==> src/hdl/adcpc_pkg.sv <==
// Package: constants, states and carriers of the ADC pin control block
package adcpc_pkg;

    // ========================================================
    // Clock and timing
    localparam int CORE_CLK_HZ = 40000000;
    localparam int CLK_PERIOD_NS = 25;
    // Nominal master clock: fast and low-power variants
    localparam int MCLK_FAST_HZ = 4000000;
    localparam int MCLK_LOW_HZ = 1800000;
    // Conversion and calibration length in master clock periods
    localparam logic [7:0] CONV_MCLK_CYCLES = 8'h14;
    localparam logic [7:0] CAL_MCLK_CYCLES = 8'h78;
    // Self-clocked serial clock half period, least time
    localparam int SCLK_HALF_NS = 100;
    localparam int SCLK_HALF_CYC =
        (SCLK_HALF_NS + CLK_PERIOD_NS - 1) / CLK_PERIOD_NS;
    localparam logic [2:0] DIV_LAST = 3'(SCLK_HALF_CYC - 1);

    // ========================================================
    // Pin synchroniser bit positions
    localparam int NUM_SYNC = 11;
    localparam int I_TRIG = 0;
    localparam int I_CAL = 1;
    localparam int I_SLEEP = 2;
    localparam int I_RANGE = 3;
    localparam int I_POL = 4;
    localparam int I_SMA = 5;
    localparam int I_SMB = 6;
    localparam int I_MCLK = 7;
    localparam int I_SCLK = 8;
    localparam int I_DIN = 9;
    localparam int I_SYNC = 10;
    // Trigger idles high, calibration seen low so power-up calibrates
    localparam logic [NUM_SYNC-1:0] PIN_RST = 11'h405;

    // ========================================================
    // Serial word layout
    localparam logic [3:0] FRAME_LAST = 4'hF;
    localparam int TGT_B1 = 15;
    localparam int TGT_B0 = 14;
    localparam logic [1:0] TGT_NONE = 2'h0;
    localparam logic [1:0] TGT_TEST = 2'h1;
    localparam logic [1:0] TGT_CAL = 2'h2;
    localparam logic [1:0] TGT_CTRL = 2'h3;
    localparam int RDSEL_LSB = 6;
    localparam logic [1:0] RD_RESULT = 2'h0;
    localparam logic [1:0] RD_TEST = 2'h1;
    localparam logic [1:0] RD_CAL = 2'h2;
    localparam logic [13:0] CTRL_WORD_RST = 14'h0000;

    // ========================================================
    // APB register map
    localparam logic [7:0] A_CTRL = 8'h00;
    localparam logic [7:0] A_STATUS = 8'h04;
    localparam logic [7:0] A_IRQ_STAT = 8'h08;
    localparam logic [7:0] A_IRQ_MASK = 8'h0C;
    localparam logic [7:0] A_RESULT = 8'h10;
    localparam logic [7:0] A_SER_CTRL = 8'h14;
    localparam int B_SOFT_START = 0;
    localparam int B_AUTO_EN = 1;
    localparam logic AUTO_EN_RST = 1'b1;
    localparam logic [3:0] IRQ_MASK_RST = 4'h0;
    localparam int EV_CONV = 0;
    localparam int EV_CAL = 1;
    localparam int EV_WRITE = 2;
    localparam int EV_FRAME = 3;

    // ========================================================
    // States and carriers
    typedef enum logic [2:0] {
        ST_IDLE, ST_ARMED, ST_CONV, ST_CAL_HELD, ST_CAL_RUN
    } adcpc_state_t;

    typedef enum logic {SER_IDLE, SER_SHIFT} adcpc_ser_t;

    typedef struct packed {
        logic self_clk;
        logic bidir;
        logic cs_mode;
    } adcpc_mode_t;

    typedef struct packed {
        logic [NUM_SYNC-1:0] meta;
        logic [NUM_SYNC-1:0] sync;
        logic [NUM_SYNC-1:0] prev;
        adcpc_state_t st;
        logic busy;
        logic hold;
        logic pwrdn;
        logic range_bip;
        logic [7:0] mcnt;
        logic [11:0] result;
        logic [13:0] ctrl_word;
        logic [13:0] test_word;
        logic [13:0] cal_word;
        adcpc_ser_t ser;
        logic [3:0] bitcnt;
        logic [15:0] tx;
        logic [15:0] rx;
        logic [2:0] divcnt;
        logic sclk_o;
        logic dout;
        logic sync_o;
        logic auto_en;
        logic [3:0] irq_stat;
        logic [3:0] irq_mask;
        logic irq;
        logic [31:0] prdata;
    } adcpc_regs_t;

endpackage

==> src/hdl/adcpc_top.sv <==
// ADC pin control, conversion sequencer, serial port and APB registers
`timescale 1ns/1ps

// How it works
// RULE_01 - Trigger rise puts track-and-hold into hold and starts conversion.
// RULE_02 - Busy rises on trigger fall or calibration rise; falls when done.
// RULE_03 - Busy also marks the end of the calibration sequence.
// RULE_04 - Sleep low powers down unless converting or calibrating; cal kept.
// RULE_05 - Range select low gives unipolar span, high gives bipolar span.
// RULE_06 - Polarity sets serial clock idle level and so its active edge.
// RULE_07 - Two mode select pins together choose the serial mode.
// RULE_08 - Cal input low resets cal logic; its rising edge starts calibration.
// RULE_09 - Calibration input overrides every other operation in progress; the code aborts a conversion but lets a serial frame run on and latch.
// RULE_10 - Read data leaves on the serial output as one 16-bit word.
// RULE_11 - Host sends write data as one 16-bit word per write.
// RULE_12 - Data input pin is input-only or bidirectional depending on mode.
// RULE_13 - Master clock sets conversion and calibration durations.
// RULE_14 - Serial clock is output when self-clocked, input otherwise.
// RULE_15 - Sync pin is active-low level input or frame sync output, per mode.
// RULE_16 - End of conversion returns track-and-hold to track mode.
// RULE_17 - Top two write bits pick target; data latched after all 16 bits.
// RULE_18 - Result reads carry four leading zeros ahead of twelve bits.
module adcpc_top
    import adcpc_pkg::*;
(
    input wire logic CORE_CLK_IN, // Core clock, 40 MHz
    input wire logic SRST_IN, // Synchronous reset, active high
    input wire logic CONVERSION_TRIGGER_IN, // Conversion trigger pin
    input wire logic CAL_N_IN, // Calibration pin, low resets
    input wire logic SLEEP_N_IN, // Sleep pin, low sleeps
    input wire logic INPUT_RANGE_SELECT_IN, // Analog span select pin
    input wire logic POLARITY_IN, // Serial clock idle level pin
    input wire logic SERIAL_MODE_SEL_A_IN, // Serial mode select a
    input wire logic SERIAL_MODE_SEL_B_IN, // Serial mode select b
    input wire logic MASTER_CLOCK_IN, // Master clock pin
    input wire logic [11:0] ADC_CODE_IN, // Code from converter core
    input wire logic SCLK_IN, // Serial clock pin, input side
    output logic SCLK_OUT, // Serial clock pin, output side
    output logic SCLK_OE_N_OUT, // Serial clock drive, low drives
    input wire logic DIN_IN, // Data input pin, input side
    output logic DIN_OUT, // Data input pin, output side
    output logic DIN_OE_N_OUT, // Data input pin drive, low drives
    output logic DOUT_OUT, // Serial data output pin
    input wire logic SYNC_N_IN, // Sync pin, input side
    output logic SYNC_N_OUT, // Sync pin, output side
    output logic SYNC_OE_N_OUT, // Sync pin drive, low drives
    output logic BUSY_OUT, // Busy pin
    output logic HOLD_OUT, // Track-and-hold in hold
    output logic PWRDN_OUT, // Analog power down request
    output logic RANGE_BIPOLAR_OUT, // Bipolar span selected
    input wire logic PSEL_IN, // APB select
    input wire logic PENABLE_IN, // APB enable
    input wire logic PWRITE_IN, // APB direction
    input wire logic [7:0] PADDR_IN, // APB byte address
    input wire logic [31:0] PWDATA_IN, // APB write data
    output logic [31:0] PRDATA_OUT, // APB read data
    output logic PREADY_OUT, // APB ready
    output logic PSLVERR_OUT, // APB error, unmapped address
    output logic IRQ_OUT // Interrupt, level, active high
);

    // ========================================================
    // State
    adcpc_regs_t r_ff;
    adcpc_regs_t nxt_r;
    adcpc_mode_t mode;
    logic [NUM_SYNC-1:0] pins_raw;
    logic trig_rise;
    logic trig_fall;
    logic cal_low;
    logic cal_rise;
    logic mclk_rise;
    logic idle_lvl;
    logic sclk_trail;
    logic frame_start;
    logic [15:0] rx_next;
    logic [15:0] read_word;
    logic [3:0] ev;
    logic apb_setup;
    logic apb_access;
    logic apb_hit;
    logic apb_wr;
    logic conv_done;

    // Gather the pins for the two-stage synchroniser
    assign pins_raw = {SYNC_N_IN, DIN_IN, SCLK_IN, MASTER_CLOCK_IN,
                       SERIAL_MODE_SEL_B_IN, SERIAL_MODE_SEL_A_IN,
                       POLARITY_IN, INPUT_RANGE_SELECT_IN, SLEEP_N_IN,
                       CAL_N_IN, CONVERSION_TRIGGER_IN};

    // ========================================================
    // Edge detection on synchronised pins only
    assign trig_rise = r_ff.sync[I_TRIG] & ~r_ff.prev[I_TRIG];
    assign trig_fall = ~r_ff.sync[I_TRIG] & r_ff.prev[I_TRIG];
    assign cal_low = ~r_ff.sync[I_CAL];
    assign cal_rise = r_ff.sync[I_CAL] & ~r_ff.prev[I_CAL];
    assign mclk_rise = r_ff.sync[I_MCLK] & ~r_ff.prev[I_MCLK];
    assign idle_lvl = r_ff.sync[I_POL]; // RULE_06

    // Serial mode from both select pins
    assign mode.self_clk = r_ff.sync[I_SMA]; // RULE_07
    assign mode.bidir = r_ff.sync[I_SMA] & r_ff.sync[I_SMB]; // RULE_07
    assign mode.cs_mode = ~r_ff.sync[I_SMA] & ~r_ff.sync[I_SMB];

    // APB phases; the slave never waits
    assign apb_setup = PSEL_IN & ~PENABLE_IN;
    assign apb_access = PSEL_IN & PENABLE_IN;
    assign apb_hit = (PADDR_IN == A_CTRL) || (PADDR_IN == A_STATUS) ||
                     (PADDR_IN == A_IRQ_STAT) || (PADDR_IN == A_IRQ_MASK) ||
                     (PADDR_IN == A_RESULT) || (PADDR_IN == A_SER_CTRL);
    assign apb_wr = apb_access & PWRITE_IN & apb_hit;

    // Word offered on each read frame, chosen by the control word
    always_comb begin
        unique case (r_ff.ctrl_word[RDSEL_LSB +: 2])
            RD_RESULT: read_word = {4'h0, r_ff.result}; // RULE_18
            RD_TEST: read_word = {2'h0, r_ff.test_word};
            RD_CAL: read_word = {2'h0, r_ff.cal_word};
            default: read_word = {8'h00, r_ff.busy, r_ff.hold, r_ff.pwrdn,
                                  r_ff.range_bip, r_ff.ser, r_ff.st};
        endcase
    end

    // ========================================================
    // Next-state logic
    always_comb begin
        nxt_r = r_ff;
        ev = 4'h0;
        conv_done = 1'b0;
        sclk_trail = 1'b0;
        frame_start = 1'b0;
        rx_next = {r_ff.rx[14:0], r_ff.sync[I_DIN]};

        // Synchroniser: first stage read only by the second
        nxt_r.meta = pins_raw;
        nxt_r.sync = r_ff.meta;
        nxt_r.prev = r_ff.sync;
        nxt_r.range_bip = r_ff.sync[I_RANGE]; // RULE_05

        // Conversion and calibration; calibration pin checked first
        if (cal_low) begin
            nxt_r.st = ST_CAL_HELD; // RULE_08 RULE_09
            nxt_r.busy = 1'b0;
            nxt_r.hold = 1'b0;
            nxt_r.mcnt = 8'h00;
        end else begin
            unique case (r_ff.st)
                ST_IDLE, ST_ARMED: begin
                    if (trig_rise ||
                        (apb_wr && PADDR_IN == A_CTRL &&
                         PWDATA_IN[B_SOFT_START])) begin
                        nxt_r.st = ST_CONV;
                        nxt_r.hold = 1'b1; // RULE_01
                        nxt_r.busy = 1'b1;
                        nxt_r.mcnt = 8'h00;
                    end else if (trig_fall && r_ff.st == ST_IDLE) begin
                        nxt_r.st = ST_ARMED;
                        nxt_r.busy = 1'b1; // RULE_02
                    end
                end
                ST_CONV: begin
                    // Length counted in master clock periods
                    if (mclk_rise) begin // RULE_13
                        if (r_ff.mcnt == CONV_MCLK_CYCLES - 8'h01) begin
                            nxt_r.st = ST_IDLE;
                            nxt_r.hold = 1'b0; // RULE_16
                            nxt_r.busy = 1'b0; // RULE_02
                            nxt_r.result = ADC_CODE_IN;
                            conv_done = 1'b1;
                            ev[EV_CONV] = 1'b1;
                        end else begin
                            nxt_r.mcnt = r_ff.mcnt + 8'h01;
                        end
                    end
                end
                ST_CAL_HELD: begin
                    if (cal_rise) begin
                        nxt_r.st = ST_CAL_RUN; // RULE_08
                        nxt_r.busy = 1'b1; // RULE_02
                        nxt_r.mcnt = 8'h00;
                    end
                end
                ST_CAL_RUN: begin
                    if (mclk_rise) begin // RULE_13
                        if (r_ff.mcnt == CAL_MCLK_CYCLES - 8'h01) begin
                            nxt_r.st = ST_IDLE;
                            nxt_r.busy = 1'b0; // RULE_03
                            ev[EV_CAL] = 1'b1;
                        end else begin
                            nxt_r.mcnt = r_ff.mcnt + 8'h01;
                        end
                    end
                end
            endcase
        end

        // Power down only when nothing is running; stored words stay
        nxt_r.pwrdn = ~r_ff.sync[I_SLEEP] && (r_ff.st == ST_IDLE); // RULE_04

        // Serial clock edges: own divider or the sampled pin
        if (mode.self_clk) begin
            if (r_ff.ser == SER_SHIFT) begin
                if (r_ff.divcnt == DIV_LAST) begin
                    nxt_r.divcnt = 3'h0;
                    nxt_r.sclk_o = ~r_ff.sclk_o;
                    sclk_trail = (r_ff.sclk_o != idle_lvl);
                end else begin
                    nxt_r.divcnt = r_ff.divcnt + 3'h1;
                end
            end else begin
                nxt_r.divcnt = 3'h0;
                nxt_r.sclk_o = idle_lvl; // RULE_06
            end
            frame_start = conv_done && r_ff.auto_en &&
                          (r_ff.ser == SER_IDLE);
        end else begin
            nxt_r.sclk_o = idle_lvl;
            nxt_r.divcnt = 3'h0;
            sclk_trail = (r_ff.sync[I_SCLK] != r_ff.prev[I_SCLK]) &&
                         (r_ff.sync[I_SCLK] == idle_lvl); // RULE_06
            frame_start = ~r_ff.sync[I_SYNC] && r_ff.prev[I_SYNC] &&
                          (r_ff.ser == SER_IDLE); // RULE_15
        end

        // Shift engine: one 16-bit word out per frame, and one in except in bidirectional mode
        unique case (r_ff.ser)
            SER_IDLE: begin
                nxt_r.sync_o = 1'b1;
                if (frame_start) begin
                    nxt_r.ser = SER_SHIFT;
                    nxt_r.tx = read_word; // RULE_10
                    nxt_r.dout = read_word[15];
                    nxt_r.bitcnt = 4'h0;
                    nxt_r.sync_o = 1'b0; // RULE_15
                end
            end
            SER_SHIFT: begin
                if (mode.cs_mode && r_ff.sync[I_SYNC]) begin
                    // Chip select lost mid-word: nothing is written
                    nxt_r.ser = SER_IDLE;
                    nxt_r.sync_o = 1'b1;
                end else if (sclk_trail) begin
                    nxt_r.rx = rx_next; // RULE_11
                    if (r_ff.bitcnt == FRAME_LAST) begin
                        nxt_r.ser = SER_IDLE;
                        nxt_r.sync_o = 1'b1;
                        ev[EV_FRAME] = 1'b1;
                        // Bidirectional frames only carry read data
                        if (!mode.bidir) begin
                            ev[EV_WRITE] =
                                ({rx_next[TGT_B1], rx_next[TGT_B0]} !=
                                 TGT_NONE);
                            unique case ({rx_next[TGT_B1],
                                          rx_next[TGT_B0]}) // RULE_17
                                TGT_TEST: nxt_r.test_word = rx_next[13:0];
                                TGT_CAL: nxt_r.cal_word = rx_next[13:0];
                                TGT_CTRL: nxt_r.ctrl_word = rx_next[13:0];
                                TGT_NONE: nxt_r.ctrl_word = r_ff.ctrl_word;
                            endcase
                        end
                    end else begin
                        nxt_r.bitcnt = r_ff.bitcnt + 4'h1;
                        nxt_r.tx = {r_ff.tx[14:0], 1'b0};
                        nxt_r.dout = r_ff.tx[14]; // RULE_10
                    end
                end
            end
        endcase

        // APB read data captured in the setup cycle
        if (apb_setup && !PWRITE_IN) begin
            unique case (PADDR_IN)
                A_CTRL: nxt_r.prdata = {30'h0, r_ff.auto_en, 1'b0};
                A_STATUS: nxt_r.prdata = {21'h0, mode, r_ff.ser,
                                          r_ff.st, r_ff.range_bip,
                                          r_ff.pwrdn, r_ff.hold,
                                          r_ff.busy};
                A_IRQ_STAT: nxt_r.prdata = {28'h0, r_ff.irq_stat};
                A_IRQ_MASK: nxt_r.prdata = {28'h0, r_ff.irq_mask};
                A_RESULT: nxt_r.prdata = {20'h0, r_ff.result};
                A_SER_CTRL: nxt_r.prdata = {18'h0, r_ff.ctrl_word};
                default: nxt_r.prdata = 32'h0;
            endcase
        end

        // APB writes; a new event beats a clear in the same cycle
        nxt_r.irq_stat = r_ff.irq_stat;
        if (apb_wr) begin
            unique case (PADDR_IN)
                A_CTRL: nxt_r.auto_en = PWDATA_IN[B_AUTO_EN];
                A_IRQ_STAT: nxt_r.irq_stat = r_ff.irq_stat &
                                             ~PWDATA_IN[3:0];
                A_IRQ_MASK: nxt_r.irq_mask = PWDATA_IN[3:0];
                default: nxt_r.auto_en = r_ff.auto_en;
            endcase
        end
        nxt_r.irq_stat = nxt_r.irq_stat | ev;
        nxt_r.irq = |(nxt_r.irq_stat & nxt_r.irq_mask);
    end

    // ========================================================
    // Registers
    always_ff @(posedge CORE_CLK_IN) begin
        if (SRST_IN) begin
            r_ff <= '0;
            r_ff.meta <= PIN_RST;
            r_ff.sync <= PIN_RST;
            r_ff.prev <= PIN_RST;
            r_ff.st <= ST_CAL_HELD;
            r_ff.ser <= SER_IDLE;
            r_ff.sync_o <= 1'b1;
            r_ff.ctrl_word <= CTRL_WORD_RST;
            r_ff.auto_en <= AUTO_EN_RST;
            r_ff.irq_mask <= IRQ_MASK_RST;
        end else begin
            r_ff <= nxt_r;
        end
    end

    // ========================================================
    // Outputs; drive enables are low while this end drives
    assign BUSY_OUT = r_ff.busy;
    assign HOLD_OUT = r_ff.hold;
    assign PWRDN_OUT = r_ff.pwrdn;
    assign RANGE_BIPOLAR_OUT = r_ff.range_bip;
    assign SCLK_OUT = r_ff.sclk_o;
    assign SCLK_OE_N_OUT = ~mode.self_clk; // RULE_14
    assign SYNC_N_OUT = r_ff.sync_o;
    assign SYNC_OE_N_OUT = ~mode.self_clk; // RULE_15
    assign DOUT_OUT = r_ff.dout;
    assign DIN_OUT = r_ff.dout;
    assign DIN_OE_N_OUT = ~(mode.bidir && r_ff.ser == SER_SHIFT); // RULE_12
    assign PRDATA_OUT = r_ff.prdata;
    assign PREADY_OUT = 1'b1;
    assign PSLVERR_OUT = apb_access & ~apb_hit;
    assign IRQ_OUT = r_ff.irq;
endmodule

==> config.mk <==
export PLATFORM = sky130hd
export DESIGN_NAME = adcpc_top
export DESIGN_NICKNAME = d
export VERILOG_FILES = /design/src/hdl/adcpc_pkg.sv /design/src/hdl/adcpc_top.sv
export SDC_FILE = /design/constraint.sdc
export NUM_CORES = 1
export LEC_CHECK = 0
export BUFFER_PORTS_ARGS = -buffer_cell sky130_fd_sc_hd__buf_2
export CAP_MARGIN = 20
export CORE_MARGIN = 8
export CORE_UTILIZATION = 51
export CTS_CLUSTER_DIAMETER = 60
export DETAILED_ROUTE_END_ITERATION = 6
export PLACE_DENSITY = 0.77
export REMOVE_ABC_BUFFERS = 1
export SYNTH_ARGS = -nofsm -noshare
export SYNTH_HDL_FRONTEND = slang
export SYNTH_SLANG_ARGS = --single-unit
export TNS_END_PERCENT = 1
==> constraint.sdc <==
create_clock -name CORE_CLK_IN -period 2.5 [get_ports CORE_CLK_IN]
set_input_delay 0.375 -clock CORE_CLK_IN [delete_from_list [all_inputs] [get_ports CORE_CLK_IN]]
set_output_delay 0.375 -clock CORE_CLK_IN [all_outputs]
set_load 0.03 [all_outputs]
==> reports/qor.yml <==
grt_max_degree: 139
path_class: "reg -> reg"
seq_area_um2: 3223
fillers: 1192
drive_above_1_share_pct: 21.54
grt_pass1_vias: 5771
ff2ff_setup_slack_ns: 0.15
io-pin-count: 114
ys_top_cells_by_area: "dfxtp_1 44%, mux2i_1 8.6%, nand2_1 5.8%"
final_core_util_pct: 60.39
max_cap_violations: 0
fmax_mhz: 424.8
path_cells: "ha_1, or4b_4, or4b_4, o32a_1, buf_4, o21ai_1, a221oi_1"
worstPathMaxFanout: 12
synth_top_family_by_area: "simple AND/OR/NAND/NOR gates"
dp_hpwl_mm: 11.77
setup_violations: 0
yosysWarnings: 0
cts-root-buf: "clkbuf_16"
synth-edff-count: 0
grt_antenna_before_repair: 0
die_x_um: 135.2
finalCriticalPeriod_ns: 2.354
crit_path_end: "r_ff[67]"
cts_tree: "done"
setup_tns_ns: 0
post_drt_wl_per_cell_um: 16.75
synth_compound_area_share_pct: 14.75
cts.clk_slew.worst_paths_ns: 0.06
initial_utilization_pct: 52.20
outcome: "finished, final reports clean"
vdd_ir_drop_max_v: 0.0004719
synthArstFlopShare_pct: 0
slew_viol_final: 0
grt_pass1_wl_mm: 28.96
synth_xor_area_share_pct: 0.7253
clk_latency_ns: 0.42
wl_met2_mm: 8.549
finalCritPeriodShare_pct: 94.15
multi_input_area_um2: 3557
remaining_drc_errors: 0
nets: 928
yosysTopAreaCellShare_pct: 44.48
synthAdderAreaFrac_pct: 0.6907
wl_met3_um: 942
synth_seq_cells: 161
avgSynthCellArea_um2: 9.103
overflow: 0
cts_inserted_buffers: 17
top_layer: "met4"
ctsHoldBuffers: 0
htreeDepth: 4
totalWireLength_mm: 17.55
yosys.area.top_type: "dfxtp_1"
synth_commonest_cells: "161 x dfxtp_1, 111 x nand2_1, 66 x nor2_1"
crit_cells: 7
synth.area.mux_share_pct: 11.36
core_um2: 13880
worstPathRequired_ns: 2.77
vias_per_cell: 5.553
drtIter0Drc: 550
critPathArrivalTime_ns: 2.62
yosys.area_share.simple_pct: 20.36
synthCells: 796
worstSetupEndpointType: "register"
cts_sinks: 161
vias: 5820
gp_congestion: 0.8855
tightest_slew_ns: 0.6456
core.rowCount: 43
hold_viol_final: 0
worstHoldPathType: "in -> reg"
ys_types: 72
cts_setup_buffers: 0
syn_to_final_growth_pct: 15.70
track_usage_pct: 19.80
timing.critical_path.buf_inv: 1
worstRegToRegCells: 7
crit_family: "simple AND/OR/NAND/NOR gates"
max_stage_delay_ns: 0.56
clk_path_buf_depth: 2
startpoint: "r_ff[140]"
p_leak_nw: 3.229
yosysSeqAreaShare_pct: 44.48
die_h_um: 135.2
startpoint_type: "register"
die-area_um2: 18280
syn-cell-area_um2: 7246
regToRegEndpoint: "r_ff[67]"
skew_ns: 0.007160
rsz0062_at_grt: "no"
postRouteAntennaNets: 0
max-slew-margin-rel_pct: 56.87
dr.pass1.iters: 5
cpMaxStageDelayCell: "or4b_4"
n_antenna_cell: 0
port_buffers: 66
synth.most_common_cell: "dfxtp_1"
cpMostUsedCell: "or4b_4"
m1WireLength_mm: 7.471
r2r_start: "r_ff[140]"
synth_ff_type: "dfxtp_1"
p_per_area_nw_per_um2: 665.8
[through the flow]
stage / cell area [um^2] / worst slack [ns] / total power [mW] / hold WS (ns) / instances
2_1_floorplan: 6839 / -0.2810 / 2.821 / 0.3744 / 727
3_3_place_gp: 7752 / 0.05747 / 2.959 / 0.3804 / 1017
3_5_place_dp: 7752 / 0.008381 / 2.962 / 0.3937 / 1017
4_1_cts: 8371 / 0.06279 / 5.615 / 0.1125 / 1048
5_1_grt: 8383 / 0.04791 / 5.757 / 0.1312 / 1048
6_report: 8383 / 0.1461 / 5.581 / 0.1286 / 1048
[repair_timing]
item	CTS	global route
pin swaps	0	1
gates resized for setup	1	3
setup endpoints to repair	2	6
[cells by family after synthesis]
family,after synthesis
fa+ha+maj,4
flops,161
simple gates,295
compound gates,149
buf+inv,106
other cells,2
mux,73
xor+xnor,6
[flip-flops by register name (all words and copies together), names as in the netlist]
| register | cells |
|---|---|
| PWRDN_OUT | 1 |
| PRDATA_OUT | 14 |
| DIN_OUT | 1 |
| SCLK_OUT | 1 |
| BUSY_OUT | 1 |
| SYNC_N_OUT | 1 |
| idle_lvl | 1 |
| r_ff | 118 |
| nxt_r | 20 |
| IRQ_OUT | 1 |
| mode | 1 |
| HOLD_OUT | 1 |
[worst min-delay path by stage]
stage	startpoint	to	slack [ns]	depth (start not counted)
floorplan	nxt_r[156]	PWRDN_OUT	0.37	1
global placement	nxt_r[156]	PWRDN_OUT	0.38	1
detailed placement	nxt_r[156]	PWRDN_OUT	0.39	1
CTS	SLEEP_N_IN	nxt_r[167]	0.11	2
global route	SLEEP_N_IN	nxt_r[167]	0.13	2
finish	SLEEP_N_IN	nxt_r[167]	0.13	2
[layout make-up]
cell class	count	share of cell area [%]
inverters	20	0.8955
clock inverters	9	1.552
well taps	180	2.687
multi-input cells	546	42.43
clock buffers	22	5.776
repair buffers	110	8.209
flip-flops and latches	161	38.45
[layout by cell type (no fill, tap or decap), types with 10 or more instances in the layout]
cell / n
a21oi_1: 51
a221oi_2: 10
buf_2: 65
buf_4: 43
clkbuf_16: 17
conb_1: 19
dfxtp_1: 161
inv_1: 17
mux2i_1: 62
nand2_1: 111
nand3_1: 13
nor2_1: 66
nor2b_1: 27
o21ai_0: 19
o21ai_1: 11
[worst reg2reg max path: stages (launching register included)]
cell      delay [ns]
dfxtp_1         0.34
ha_1            0.16
or4b_4          0.47
or4b_4          0.56
o32a_1          0.20
buf_4           0.19
o21ai_1         0.17
a221oi_1        0.10
[metal layers]
layer	global-route usage [%]	vias to the layer above
li1	-	2870
met1	24.05	2714
met2	31.69	198
met3	4.191	38
met4	11.97	0
met5	0	-
[power by group]
group,internal [mW],switching (mW)
sequential,2.60,0.0165
combinational,0.0991,0.195
clock,1.67,1.00
total,4.37,1.21
No activity file was read; power rests on OpenSTA's default activity.
